===== src/include/dio_pkg.sv =====
// Shared constants for the integrated digital I/O and counter image block.
// Assumes a single 10 MHz core clock and the fixed default peripheral map.
`default_nettype none

package dio_pkg;

  // ****************************************************************
  // Clock and input delay timing
  // ****************************************************************
  localparam int          CLK_PERIOD_NS  = 100;
  localparam int          FILT_SHORT_NS  = 100_000;
  localparam int          FILT_LONG_NS   = 350_000;
  localparam int          FILT_CNT_W     = 12;
  localparam logic [11:0] FILT_SHORT_CYC =
    12'((FILT_SHORT_NS + CLK_PERIOD_NS - 1) / CLK_PERIOD_NS);
  localparam logic [11:0] FILT_LONG_CYC  =
    12'((FILT_LONG_NS + CLK_PERIOD_NS - 1) / CLK_PERIOD_NS);
  localparam int          CNT_MAX_HZ     = 30_000;

  // ****************************************************************
  // Peripheral address map
  // ****************************************************************
  localparam int          ADDR_W         = 10;
  localparam logic [9:0]  DIO_LOW_OFS    = 10'h07c;
  localparam logic [9:0]  DIO_HIGH_OFS   = 10'h07d;
  localparam logic [9:0]  CNT0_OFS       = 10'h300;
  localparam logic [9:0]  CNT1_OFS       = 10'h304;
  localparam logic [9:0]  CNT2_OFS       = 10'h308;
  localparam logic [9:0]  CNT_RSVD_OFS   = 10'h30c;
  localparam logic [15:0] DO_IMAGE_RST   = 16'h0000;
  localparam logic [31:0] END_VALUE_DEF  = 32'h7fff_ffff;

  // ****************************************************************
  // Counter channel pin mapping
  // ****************************************************************
  localparam int CNT_A_BIT     [3] = '{0, 3, 6};
  localparam int CNT_DIR_BIT   [3] = '{1, 4, 7};
  localparam int CNT_GATE_BIT  [3] = '{2, 5, 8};
  localparam int CNT_LATCH_BIT [3] = '{12, 13, 14};
  localparam int CNT_OUT_BIT   [3] = '{0, 1, 2};

  typedef enum logic [1:0] {MODE_CONTINUOUS, MODE_SINGLE, MODE_PERIODIC} cnt_mode_t;

endpackage

`default_nettype wire


===== src/include/counter_if.sv =====
// Signals between the top block and one counter channel.
// Assumes all members are driven in the core clock domain.
`default_nettype none

interface counter_if;
  logic                    track_a;
  logic                    track_b;
  logic                    hardware_gate_input;
  logic                    latch_in;
  logic                    hardware_gate_input_en;
  logic                    software_gate;
  logic                    count_down;
  dio_pkg::cnt_mode_t      mode;
  logic [31:0]             end_value;
  logic signed [31:0]      cmp_value;
  logic signed [31:0]      value;
  logic signed [31:0]      latched;
  logic                    cmp_hit;
  modport top  (output track_a, track_b, hardware_gate_input, latch_in, hardware_gate_input_en, software_gate,
                count_down, mode, end_value, cmp_value,
                input value, latched, cmp_hit);
  modport chan (input track_a, track_b, hardware_gate_input, latch_in, hardware_gate_input_en, software_gate,
                count_down, mode, end_value, cmp_value,
                output value, latched, cmp_hit);
endinterface

`default_nettype wire


===== src/core/digital_io_with_counter_image.sv =====
// Integrated 16-in/16-out digital I/O with three counter channels and its image.
// Assumes a 10 MHz core clock, asynchronous field pins and single-cycle access strobes.
//
// Summary of operation
// RL1: Input bytes read at addresses 124, 125.
// RL2: Output bytes written at addresses 124, 125.
// RL3: Counter values at 768/772/776; 780 reserved.
// RL4: One double word per counter channel.
// RL5: Image areas sit at fixed default addresses.
// RL6: All sixteen inputs may carry interrupts.
// RL7: Interrupt on chosen rising or falling edge.
// RL8: Diagnostic interrupt only for lost interrupt.
// RL9: Delay per group of four: 0.1ms or 0.35ms.
// RL10: Counter-owned inputs remain readable in image.
// RL11: Writes to counter-owned outputs are ignored.
// RL12: Counters handle 30kHz regardless of channel count.
// RL13: Channel zero pins 0.0-0.2, 1.4, out 0.0.
// RL14: Channels one, two use their own pins.
// RL15: End or start value bounds single/periodic counting.
// RL16: One status lamp per input and output.
// RL17: Fault lamp on output overload or short.
// RL18: Outputs follow image unless counter owns them.
// RL19: Hardware gate edges combine with software gate.
// RL20: Latch rising edge stores current count.
// RL21: Image reads return filtered synchronised levels.
`default_nettype none

module digital_io_with_counter_image #(
  parameter int NUM_CH = 3
) (
  // Clock, reset, enable
  input  wire logic                        core_clk_i,
  input  wire logic                        rst_i,
  input  wire logic                        ce_i,
  // Field pins
  input  wire logic [15:0]                 field_in_i,
  input  wire logic                        out_fault_i,
  output logic      [15:0]                 field_out_o,
  // Peripheral access: reads hit the input area, writes the output area
  input  wire logic [dio_pkg::ADDR_W-1:0]  addr_i,
  input  wire logic                        rd_i,
  input  wire logic                        wr_i,
  input  wire logic [7:0]                  wr_data_i,
  output logic      [31:0]                 rd_data_o,
  output logic                             rd_valid_o,
  // Input configuration
  input  wire logic [15:0]                 irq_en_i,
  input  wire logic [15:0]                 irq_rising_i,
  input  wire logic [15:0]                 irq_ack_i,
  input  wire logic [3:0]                  delay_short_i,
  // Counter configuration
  input  wire logic [NUM_CH-1:0]           cnt_owns_out_i,
  input  wire logic [NUM_CH-1:0]           cnt_hardware_gate_input_en_i,
  input  wire logic [NUM_CH-1:0]           cnt_software_gate_i,
  input  wire logic [NUM_CH-1:0]           cnt_count_down_i,
  input  wire dio_pkg::cnt_mode_t          cnt_mode_i [NUM_CH],
  input  wire logic [NUM_CH-1:0][31:0]     cnt_end_value_i,
  input  wire logic [NUM_CH-1:0][31:0]     cnt_cmp_value_i,
  // Interrupts
  output logic                             hw_irq_o,
  output logic      [15:0]                 irq_pend_o,
  output logic                             diag_irq_o,
  // Counter latch results
  output logic      [NUM_CH-1:0][31:0]     latch_value_o,
  // Status lamps
  output logic      [15:0]                 in_led_o,
  output logic      [15:0]                 out_led_o,
  output logic                             fault_led_o
);
  import dio_pkg::*;

  // ****************************************************************
  // Elaboration checks
  // ****************************************************************
  if (NUM_CH < 1 || NUM_CH > 3) begin : g_bad_ch
    $error("NUM_CH must lie between 1 and 3");
  end
  if (ADDR_W < 10) begin : g_bad_addr
    $error("address width too small for the counter area");
  end

  // ****************************************************************
  // Input synchronisation and delay filter
  // ****************************************************************
  logic [15:0] di_sync;
  logic [15:0] di_filt;
  logic        fault_level;

  // Counter pins use the synchronised level, not the delay filter, so that a
  // 30 kHz pulse train still counts whatever delay the group has selected.
  for (genvar i = 0; i < 16; i++) begin : g_in
    input_filter u_filt (
      .core_clk_i (core_clk_i),
      .rst_i      (rst_i),
      .ce_i       (ce_i),
      .pin_i      (field_in_i[i]),
      .short_i    (delay_short_i[i/4]),                          // [RL9]
      .sync_o     (di_sync[i]),
      .level_o    (di_filt[i])
    );
  end

  input_filter u_fault_filt (
    .core_clk_i (core_clk_i),
    .rst_i      (rst_i),
    .ce_i       (ce_i),
    .pin_i      (out_fault_i),
    .short_i    (1'b1),
    .sync_o     (),
    .level_o    (fault_level)
  );

  // ****************************************************************
  // Counter channels
  // ****************************************************************
  counter_if          cif [NUM_CH] ();
  logic signed [31:0] cnt_value [3];
  logic [2:0]         cnt_cmp;
  logic [15:0]        own_mask;

  for (genvar g = 0; g < 3; g++) begin : g_ch
    if (g < NUM_CH) begin : g_on
      assign cif[g].track_a    = di_sync[CNT_A_BIT[g]];          // [RL13] [RL14]
      assign cif[g].track_b    = di_sync[CNT_DIR_BIT[g]];        // [RL13] [RL14]
      assign cif[g].hardware_gate_input    = di_sync[CNT_GATE_BIT[g]];       // [RL13] [RL14]
      assign cif[g].latch_in   = di_sync[CNT_LATCH_BIT[g]];      // [RL13] [RL14]
      assign cif[g].hardware_gate_input_en = cnt_hardware_gate_input_en_i[g];
      assign cif[g].software_gate    = cnt_software_gate_i[g];
      assign cif[g].count_down = cnt_count_down_i[g];
      assign cif[g].mode       = cnt_mode_i[g];
      assign cif[g].end_value  = cnt_end_value_i[g];
      assign cif[g].cmp_value  = $signed(cnt_cmp_value_i[g]);
      assign cnt_value[g]      = cif[g].value;
      assign cnt_cmp[g]        = cif[g].cmp_hit;
      assign latch_value_o[g]  = cif[g].latched;
      assign own_mask[CNT_OUT_BIT[g]] = cnt_owns_out_i[g];
      counter_channel u_chan (
        .core_clk_i (core_clk_i),
        .rst_i      (rst_i),
        .ce_i       (ce_i),
        .cif        (cif[g])
      );
    end else begin : g_off
      assign cnt_value[g] = 32'sd0;
      assign cnt_cmp[g]   = 1'b0;
      assign own_mask[CNT_OUT_BIT[g]] = 1'b0;
    end
  end
  // Only the three lowest outputs can ever belong to a counter.
  assign own_mask[15:3] = 13'h0000;

  // ****************************************************************
  // Output image and output pins
  // ****************************************************************
  logic [15:0] do_image_reg;
  logic [15:0] do_image_next;
  logic [15:0] do_next;

  wire wr_low  = wr_i && (addr_i == DIO_LOW_OFS);                // [RL2] [RL5]
  wire wr_high = wr_i && (addr_i == DIO_HIGH_OFS);               // [RL2] [RL5]

  // Owned bits keep their old image value so that releasing a channel later
  // does not suddenly drive a stale write onto the pin.
  assign do_image_next[7:0]  = wr_low ?
    ((do_image_reg[7:0] & own_mask[7:0]) | (wr_data_i & ~own_mask[7:0])) :   // [RL11]
    do_image_reg[7:0];
  assign do_image_next[15:8] = wr_high ?
    ((do_image_reg[15:8] & own_mask[15:8]) | (wr_data_i & ~own_mask[15:8])) : // [RL11]
    do_image_reg[15:8];

  // A counter that owns its output drives it from its compare result.
  always_comb begin
    do_next = do_image_reg;                                      // [RL18]
    for (int c = 0; c < 3; c++) begin
      if (own_mask[CNT_OUT_BIT[c]]) do_next[CNT_OUT_BIT[c]] = cnt_cmp[c];
    end
  end

  always_ff @(posedge core_clk_i) begin
    if (rst_i) begin
      do_image_reg <= DO_IMAGE_RST;
      field_out_o  <= DO_IMAGE_RST;
      out_led_o    <= DO_IMAGE_RST;
    end else if (ce_i) begin
      do_image_reg <= do_image_next;
      field_out_o  <= do_next;
      out_led_o    <= do_next;                                   // [RL16]
    end
  end

  // ****************************************************************
  // Input image read port
  // ****************************************************************
  logic [31:0] rd_word;

  // Every input bit is readable, counter-owned or not.
  always_comb begin
    case (addr_i)
      DIO_LOW_OFS:  rd_word = {24'h000000, di_filt[7:0]};        // [RL1] [RL10] [RL21]
      DIO_HIGH_OFS: rd_word = {24'h000000, di_filt[15:8]};       // [RL1] [RL10] [RL21]
      CNT0_OFS:     rd_word = cnt_value[0];                      // [RL3] [RL4]
      CNT1_OFS:     rd_word = cnt_value[1];                      // [RL3] [RL4]
      CNT2_OFS:     rd_word = cnt_value[2];                      // [RL3] [RL4]
      default:      rd_word = 32'h0000_0000;
    endcase
  end

  always_ff @(posedge core_clk_i) begin
    if (rst_i) begin
      rd_data_o  <= 32'h0000_0000;
      rd_valid_o <= 1'b0;
    end else if (ce_i) begin
      rd_valid_o <= rd_i;
      if (rd_i) rd_data_o <= rd_word;
    end
  end

  // ****************************************************************
  // Hardware and diagnostic interrupts
  // ****************************************************************
  logic [15:0] di_prev_reg;
  logic [15:0] irq_pend_next;

  wire [15:0] edge_hit = irq_en_i &                              // [RL6]
    ((irq_rising_i & di_filt & ~di_prev_reg) |                   // [RL7]
     (~irq_rising_i & ~di_filt & di_prev_reg));                  // [RL7]
  // An edge in the same cycle as its acknowledge re-arms the bit, not a loss.
  wire [15:0] irq_lost = edge_hit & irq_pend_o & ~irq_ack_i;     // [RL8]
  assign irq_pend_next = (irq_pend_o & ~irq_ack_i) | edge_hit;

  always_ff @(posedge core_clk_i) begin
    if (rst_i) begin
      di_prev_reg <= 16'h0000;
      irq_pend_o  <= 16'h0000;
      hw_irq_o    <= 1'b0;
      diag_irq_o  <= 1'b0;
    end else if (ce_i) begin
      di_prev_reg <= di_filt;
      irq_pend_o  <= irq_pend_next;                              // [RL7]
      hw_irq_o    <= |irq_pend_next;
      diag_irq_o  <= |irq_lost;                                  // [RL8]
    end
  end

  // ****************************************************************
  // Status lamps
  // ****************************************************************
  always_ff @(posedge core_clk_i) begin
    if (rst_i) begin
      in_led_o    <= 16'h0000;
      fault_led_o <= 1'b0;
    end else if (ce_i) begin
      in_led_o    <= di_filt;                                    // [RL16]
      fault_led_o <= fault_level;                                // [RL17]
    end
  end

  // ****************************************************************
  // Checks
  // ****************************************************************
  a_owned_write_ignored: assert property (@(posedge core_clk_i) disable iff (rst_i) // [RL11]
    (ce_i && wr_low && own_mask[0]) |=> (do_image_reg[0] == $past(do_image_reg[0])))
    else $error("write reached a counter-owned output");

  a_free_out_follows: assert property (@(posedge core_clk_i) disable iff (rst_i) // [RL2] [RL18]
    (ce_i && wr_high) |=> ##1 (field_out_o[15:8] == $past(wr_data_i, 2) || !$past(ce_i)))
    else $error("high output byte did not follow the write");

  a_owned_out_cmp: assert property (@(posedge core_clk_i) disable iff (rst_i) // [RL13]
    (ce_i && own_mask[0]) |=> (field_out_o[0] == $past(cnt_cmp[0])))
    else $error("owned output not driven by counter compare");

  a_read_low_byte: assert property (@(posedge core_clk_i) disable iff (rst_i) // [RL1] [RL21]
    (ce_i && rd_i && addr_i == DIO_LOW_OFS)
      |=> (rd_valid_o && rd_data_o == {24'h000000, $past(di_filt[7:0])}))
    else $error("low input byte read returned wrong data");

  a_read_counter: assert property (@(posedge core_clk_i) disable iff (rst_i) // [RL3]
    (ce_i && rd_i && addr_i == CNT1_OFS) |=> (rd_data_o == $past(cnt_value[1])))
    else $error("counter word read returned wrong data");

  a_reserved_zero: assert property (@(posedge core_clk_i) disable iff (rst_i) // [RL3]
    (ce_i && rd_i && addr_i == CNT_RSVD_OFS) |=> (rd_data_o == 32'h0000_0000))
    else $error("reserved counter word did not read zero");

  a_irq_on_edge: assert property (@(posedge core_clk_i) disable iff (rst_i) // [RL7]
    (ce_i && edge_hit != 16'h0000) |=> (hw_irq_o && (irq_pend_o & $past(edge_hit)) != 0))
    else $error("configured edge raised no interrupt");

  a_diag_only_lost: assert property (@(posedge core_clk_i) disable iff (rst_i) // [RL8]
    $rose(diag_irq_o) |-> $past((edge_hit & irq_pend_o & ~irq_ack_i) != 16'h0000))
    else $error("diagnostic interrupt without a lost interrupt");

  // The high byte read is held to the same timing as the low byte.
  a_read_high_byte: assert property (@(posedge core_clk_i) disable iff (rst_i) // [RL1] [RL21]
    (ce_i && rd_i && addr_i == DIO_HIGH_OFS)
      |=> (rd_valid_o && rd_data_o == {24'h000000, $past(di_filt[15:8])}))
    else $error("high input byte read returned wrong data");

  // A read answers once; a cycle without a strobe drops the valid flag.
  a_read_one_shot: assert property (@(posedge core_clk_i) disable iff (rst_i) // [RL1]
    (ce_i && !rd_i) |=> !rd_valid_o)
    else $error("read valid without a read strobe");

  // Writes outside the two output bytes land nowhere, the reserved words included.
  a_stray_write: assert property (@(posedge core_clk_i) disable iff (rst_i) // [RL2] [RL3]
    (ce_i && wr_i && !wr_low && !wr_high) |=> (do_image_reg == $past(do_image_reg)))
    else $error("write outside the output bytes changed the image");

  // The input and fault lamps are registered copies, one cycle behind what they show.
  a_input_lamps: assert property (@(posedge core_clk_i) disable iff (rst_i) // [RL16]
    ce_i |=> (in_led_o == $past(di_filt)))
    else $error("input lamps do not follow the filtered inputs");

  a_fault_lamp: assert property (@(posedge core_clk_i) disable iff (rst_i) // [RL17]
    ce_i |=> (fault_led_o == $past(fault_level)))
    else $error("fault lamp does not follow the fault input");

  // ****************************************************************
  // Per-channel and per-input checks
  // ****************************************************************
  // Channel words sit four bytes apart, one per channel.
  for (genvar k = 0; k < NUM_CH; k++) begin : g_cnt_chk
    a_count_word: assert property (@(posedge core_clk_i) disable iff (rst_i) // [RL3] [RL4]
      (ce_i && rd_i && addr_i == CNT0_OFS + 10'(4 * k))
        |=> (rd_data_o == $past(cnt_value[k])))
      else $error("counter word read returned wrong data");
  end

  // An acknowledge only clears a bit when no new edge arrives with it.
  for (genvar k = 0; k < 16; k++) begin : g_irq_chk
    a_ack_clears: assert property (@(posedge core_clk_i) disable iff (rst_i) // [RL7]
      (ce_i && irq_ack_i[k] && !edge_hit[k]) |=> !irq_pend_o[k])
      else $error("acknowledge left the interrupt pending");

    a_pend_holds: assert property (@(posedge core_clk_i) disable iff (rst_i) // [RL7]
      (ce_i && irq_pend_o[k] && !irq_ack_i[k]) |=> irq_pend_o[k])
      else $error("pending interrupt dropped without acknowledge");
  end
endmodule

`default_nettype wire


===== src/core/input_filter.sv =====
// One digital input: three-stage synchroniser and input delay filter.
// Assumes an asynchronous field level on pin_i.
`default_nettype none

module input_filter (
  // Clock, reset, enable
  input  wire logic core_clk_i,
  input  wire logic rst_i,
  input  wire logic ce_i,
  // Pin and delay select
  input  wire logic pin_i,
  input  wire logic short_i,
  // Results
  output logic      sync_o,
  output logic      level_o
);
  import dio_pkg::*;

  logic                  s1_reg, s2_reg, s3_reg;
  logic [FILT_CNT_W-1:0] cnt_reg;
  wire  [FILT_CNT_W-1:0] limit = short_i ? FILT_SHORT_CYC : FILT_LONG_CYC;
  wire                   agree = (s2_reg == s3_reg);

  always_ff @(posedge core_clk_i) begin
    if (rst_i) begin
      {s1_reg, s2_reg, s3_reg, sync_o, level_o} <= 5'h00;
      cnt_reg <= '0;
    end else if (ce_i) begin
      s1_reg <= pin_i;
      s2_reg <= s1_reg;
      s3_reg <= s2_reg;
      if (agree) sync_o <= s3_reg;
      if (agree && s3_reg != level_o) begin
        if (cnt_reg == limit - 12'h001) begin
          level_o <= s3_reg;
          cnt_reg <= '0;
        end else cnt_reg <= cnt_reg + 12'h001;
      end else cnt_reg <= '0;
    end
  end
endmodule

`default_nettype wire


===== src/core/counter_channel.sv =====
// One counter channel: gate, count, range limit, latch and compare.
// Assumes its inputs are already synchronised to the core clock.
`default_nettype none

module counter_channel (
  // Clock, reset, enable
  input  wire logic core_clk_i,
  input  wire logic rst_i,
  input  wire logic ce_i,
  // Channel signals
  counter_if.chan   cif
);
  import dio_pkg::*;

  logic               a_prev_reg, gate_prev_reg, latch_prev_reg, hardware_gate_input_reg, done_reg;
  logic               cmp_reg;
  logic signed [31:0] value_reg, value_next, latched_reg;

  wire                a_rise     = cif.track_a & ~a_prev_reg;
  wire                latch_rise = cif.latch_in & ~latch_prev_reg;
  wire                gate_open  = cif.software_gate & ~done_reg & (~cif.hardware_gate_input_en | hardware_gate_input_reg);
  wire                step       = a_rise & gate_open;
  wire                bounded    = (cif.mode != MODE_CONTINUOUS);
  wire signed [31:0]  end_val    = $signed(cif.end_value);
  wire                up_wrap    = bounded & ~cif.count_down & ~cif.track_b &
                                   (value_reg == end_val - 32'sd1);
  wire                dn_wrap    = bounded & cif.count_down & cif.track_b &
                                   (value_reg == 32'sd1);

  always_comb begin
    value_next = value_reg;
    if (step) begin
      if (up_wrap) value_next = 32'sd0;                          // [RL15]
      else if (dn_wrap) value_next = end_val;                    // [RL15]
      else if (cif.track_b) value_next = value_reg - 32'sd1;
      else value_next = value_reg + 32'sd1;
    end
  end

  always_ff @(posedge core_clk_i) begin
    if (rst_i) begin
      {a_prev_reg, gate_prev_reg, latch_prev_reg, hardware_gate_input_reg, done_reg, cmp_reg} <= 6'h00;
      value_reg   <= 32'sd0;
      latched_reg <= 32'sd0;
    end else if (ce_i) begin
      a_prev_reg     <= cif.track_a;
      gate_prev_reg  <= cif.hardware_gate_input;
      latch_prev_reg <= cif.latch_in;
      if (cif.hardware_gate_input & ~gate_prev_reg) hardware_gate_input_reg <= 1'b1;     // [RL19]
      else if (~cif.hardware_gate_input & gate_prev_reg) hardware_gate_input_reg <= 1'b0;
      if (!cif.software_gate) done_reg <= 1'b0;
      else if (step && (up_wrap || dn_wrap) && cif.mode == MODE_SINGLE) done_reg <= 1'b1;
      value_reg <= value_next;                                   // [RL12]
      if (latch_rise) latched_reg <= value_reg;                  // [RL20]
      cmp_reg <= (value_reg >= cif.cmp_value);
    end
  end

  assign cif.value   = value_reg;
  assign cif.latched = latched_reg;
  assign cif.cmp_hit = cmp_reg;

  a_latch_capture: assert property (@(posedge core_clk_i) disable iff (rst_i) // [RL20]
    (ce_i && latch_rise) |=> (latched_reg == $past(value_reg)))
    else $error("latch did not capture the count value");
  a_gate_closed_hold: assert property (@(posedge core_clk_i) disable iff (rst_i) // [RL19]
    (ce_i && !gate_open) |=> (value_reg == $past(value_reg)))
    else $error("counter moved with the gate closed");
  a_up_range_wrap: assert property (@(posedge core_clk_i) disable iff (rst_i) // [RL15]
    (ce_i && step && up_wrap) |=> (value_reg == 32'sd0))
    else $error("up count did not wrap at end value");
endmodule

`default_nettype wire


===== config.mk =====
export PLATFORM = sky130hd
export DESIGN_NAME = digital_io_with_counter_image
export DESIGN_NICKNAME = d
export VERILOG_FILES = /design/src/include/dio_pkg.sv /design/src/include/counter_if.sv /design/src/core/digital_io_with_counter_image.sv /design/src/core/input_filter.sv /design/src/core/counter_channel.sv
export SDC_FILE = /design/constraint.sdc
export NUM_CORES = 2
export LEC_CHECK = 0
export BUFFER_PORTS_ARGS = -buffer_cell sky130_fd_sc_hd__buf_2
export CAP_MARGIN = 20
export CORE_MARGIN = 3
export CORE_UTILIZATION = 23
export CTS_CLUSTER_DIAMETER = 30
export DETAILED_ROUTE_END_ITERATION = 8
export PLACE_DENSITY = 0.41
export SLEW_MARGIN = 20
export SYNTH_ARGS = -nofsm -noshare
export SYNTH_HDL_FRONTEND = slang
export SYNTH_SLANG_ARGS = --single-unit

===== constraint.sdc =====
create_clock -name core_clk_i -period 8.1 [get_ports core_clk_i]
set_input_delay 2.025 -clock core_clk_i [delete_from_list [all_inputs] [get_ports core_clk_i]]
set_output_delay 2.025 -clock core_clk_i [all_outputs]
set_load 0.005 [all_outputs]

==> impl_metrics.toml <==
[outcome]
outcome = "finished clean"

[clock_network]
clkTransAtPathRegs_ps = 40
cts_sinks = 594
cts_tree = "yes"
postCtsSetupBuffers = 0
root_buffer = "clkbuf_16"
clk_latency_ps = 800
cts.path.max_buffers = 3
cts_buffers = 196
cts_repair_resize_count = 0
h-tree-depth = 4
cts_hold_buf = 0

[logic_synthesis]
netlist-cell-type-count = 86
synthXorXnorAreaFrac_pct = 7.732
netlist_instances = 4641
syn_area_mm2 = 0.03545
ys_seq_area_share_pct = 33.54
synth_area_per_cell_um2 = 7.639
ys_ff_latch = 594
synth-compound-area-share_pct = 15.60
muxShareOfSynthArea_pct = 4.362
synthAdderAreaFrac_pct = 4.517
yosysWarnings = 0
syn-num-nets = 5071
synth_top_family_by_area = "simple AND/OR/NAND/NOR gates"
yosys.area_share.simple_pct = 29.01
ys.flop_type = "dfxtp_1"
async_flop_share_pct = 0
synth_edf_count = 0

[sta]
tightest_slew_ps = 1159
finalSetupTns_ps = 0
slew_viol_final = 0
fin_ws_ps = 2767
timing.final.crit_period_ps = 5333
hold_violations = 0
max_freq_mhz = 187.5
rsz0062_at_grt = "false"
slew_headroom_pct = 22.05
setup_viol = 0
skew_ps = 40.16
post-route-period-util_pct = 65.84

[die]
die_area_mm2 = 0.1589
num_rows = 143
initial_core_util_pct = 23.23
die_w_um = 398.6
die_h_um = 398.6
core_mm2 = 0.1526
io_pins = 498

[setup_path]
cp_max_fo = 20
r2r-start = "g_ch[0].g_on.u_chan.cif.value[5]"
cp-startpoint = "cnt_end_value_i[8]"
end_kind = "flip-flop"
crit_type = "in2reg"
required_ps = 8740
startpoint_type = "input pin"
crit_arrival_ps = 5970

[cells_and_area]
fin_area_mm2 = 0.04685
fin_nets = 5532
largest_register_ffs = 192
seq_area_mm2 = 0.01189
syn2layout_area_growth_pct = 32.16
drive_gt1_share_pct = 18.07
fin_util_pct = 30.70
nFillCells = 16380
finalNonFillerCells = 7301
multiInputGateArea_mm2 = 0.02174

[drt]
routedWlPerCell_um = 21.07
drc = 0
wl_met2_um = 68380
dr_wl_met3_um = 11080
drt_wl_total_um = 153800
ant_nets = 0
drt_iter0_drc = 2382
dr_total_vias = 35810
avgViaCountPerCell = 4.905
top_layer = "met5"
met1_length_um = 70280
dr.pass1.iters = 6

[pwr]
power_density_mw_per_mm2 = 240.4
vdd_ir_drop_max_uv = 172.7
p_leak_nw = 19.02

[placed_design]
place_congestion = 0.8737
placed_cells = 6931
placed_area_mm2 = 0.03987
dpl_worst_slack_ps = 1733
dp_hpwl_um = 112900
io_buffers = 497

[grt]
grt_overflow = 0
grt_use_total_pct = 18.78
grt_pass1_wl_um = 226500
antenna_found_initial = 26
grt_pass1_vias = 34700
grt_max_degree = 158

[flow_run]
cap_violations = 0

[worst_hold_path]
holdCritStartpoint = "g_ch[0].g_on.u_chan.cif.latched[29]"
hold_path_class = "reg2reg"
==> cell type report <==
cell class | instances | area share [%]
clock inverter | 70 | 2.417
multi-input combinational | 3579 | 46.40
antenna | 9 | 0.04807
timing repair buffer | 578 | 6.764
sequential | 594 | 25.38
tap | 2030 | 5.421
inverter | 153 | 1.226
clock buffer | 288 | 12.34
==> worst max-delay path, cell delays in order <==
cell	delay, ps
buf_2	140
or4_1	610
or4b_2	740
nor4_1	250
xnor2_1	160
nand4_1	110
or4_1	500
or4b_1	540
nand2_1	680
o21ai_0	190
==> metrics by stage <==
step                      hold WS (ps)  total power [mW]
after CTS                        452.5             11.43
after global routing             471.0             11.65
after detailed placement         443.0             3.532
after global placement           438.7             3.530
final                            448.6             11.27
after floorplan                  448.3             3.294
==> power by group <==
part / switching, mW / internal (mW) / total (mW)
logic: 0.314 / 0.180 / 0.494
registers: 0.0275 / 2.96 / 2.99
clock network: 2.26 / 5.52 / 7.78
total: 2.60 / 8.66 / 11.3
==> final timing paths <==
kind / depth (start not counted) / end / slack (ps)
max: 10 / g_ch[0].g_on.u_chan.cif.value[29] / 2770
min: 2 / g_ch[0].g_on.u_chan.cif.latched[29] / 450
max reg2reg: 7 / g_ch[0].g_on.u_chan.cif.value[18] / 3820
min reg2reg: 2 / g_ch[0].g_on.u_chan.cif.latched[29] / 450
==> cell usage in the layout, fill, tap and decap left out, types with 27 or more instances in the layout <==
cell,synthesis,routed
nand2_1,614,614
dfxtp_1,594,594
nor2_1,576,575
buf_2,11,495
a21oi_1,308,308
clkbuf_16,0,197
o21ai_0,190,190
xor2_1,188,188
nand3_1,168,168
inv_1,151,150
mux2i_1,141,141
nor3_1,136,136
ha_1,128,128
xnor2_1,125,125
nand4_1,112,112
and3_1,79,78
buf_4,18,75
a22oi_1,61,61
nor4_1,61,58
nand2b_1,54,54
clkbuf_8,0,51
nor3b_1,45,43
clkbuf_1,258,40
a21o_1,37,37
or4_1,36,36
clkinv_2,0,35
o22ai_1,34,34
a211oi_1,29,29
and2_1,27,27
==> per-layer routing <==
layer  global-route usage, %  up-vias
met5                       0        -
met4                   6.204       10
met3                   5.026      251
met2                   29.33     1098
met1                   24.96    17030
li1                        -    17430
==> cell usage after synthesis, types with 27 or more instances <==
cell type / count / area (um^2)
o22ai_1: 34 / 212.7
xnor2_1: 125 / 1095
a21o_1: 37 / 277.8
inv_1: 151 / 566.8
a21oi_1: 308 / 1541
ha_1: 128 / 1602
nand3_1: 168 / 840.8
and2_1: 27 / 168.9
nand2b_1: 54 / 337.8
a22oi_1: 61 / 457.9
a211oi_1: 29 / 217.7
dfxtp_1: 594 / 11890
nand4_1: 112 / 700.7
nor2_1: 576 / 2162
and3_1: 79 / 494.2
mux2i_1: 141 / 1411
clkbuf_1: 258 / 968.4
nor4_1: 61 / 381.6
xor2_1: 188 / 1647
nor3b_1: 45 / 337.8
nor2b_1: 27 / 168.9
nand2_1: 614 / 2305
or4_1: 36 / 270.3
o21ai_0: 190 / 950.9
nor3_1: 136 / 680.7
==> logic make-up after synthesis <==
family | after synthesis
flip-flops | 594
adder cells (fa/ha/maj) | 128
AO/OA/AOI/OAI | 884
XOR/XNOR | 313
AND/OR/NAND/NOR | 2101
multiplexers | 153
buffers and inverters | 468
Power figures use the tool's default switching activity.
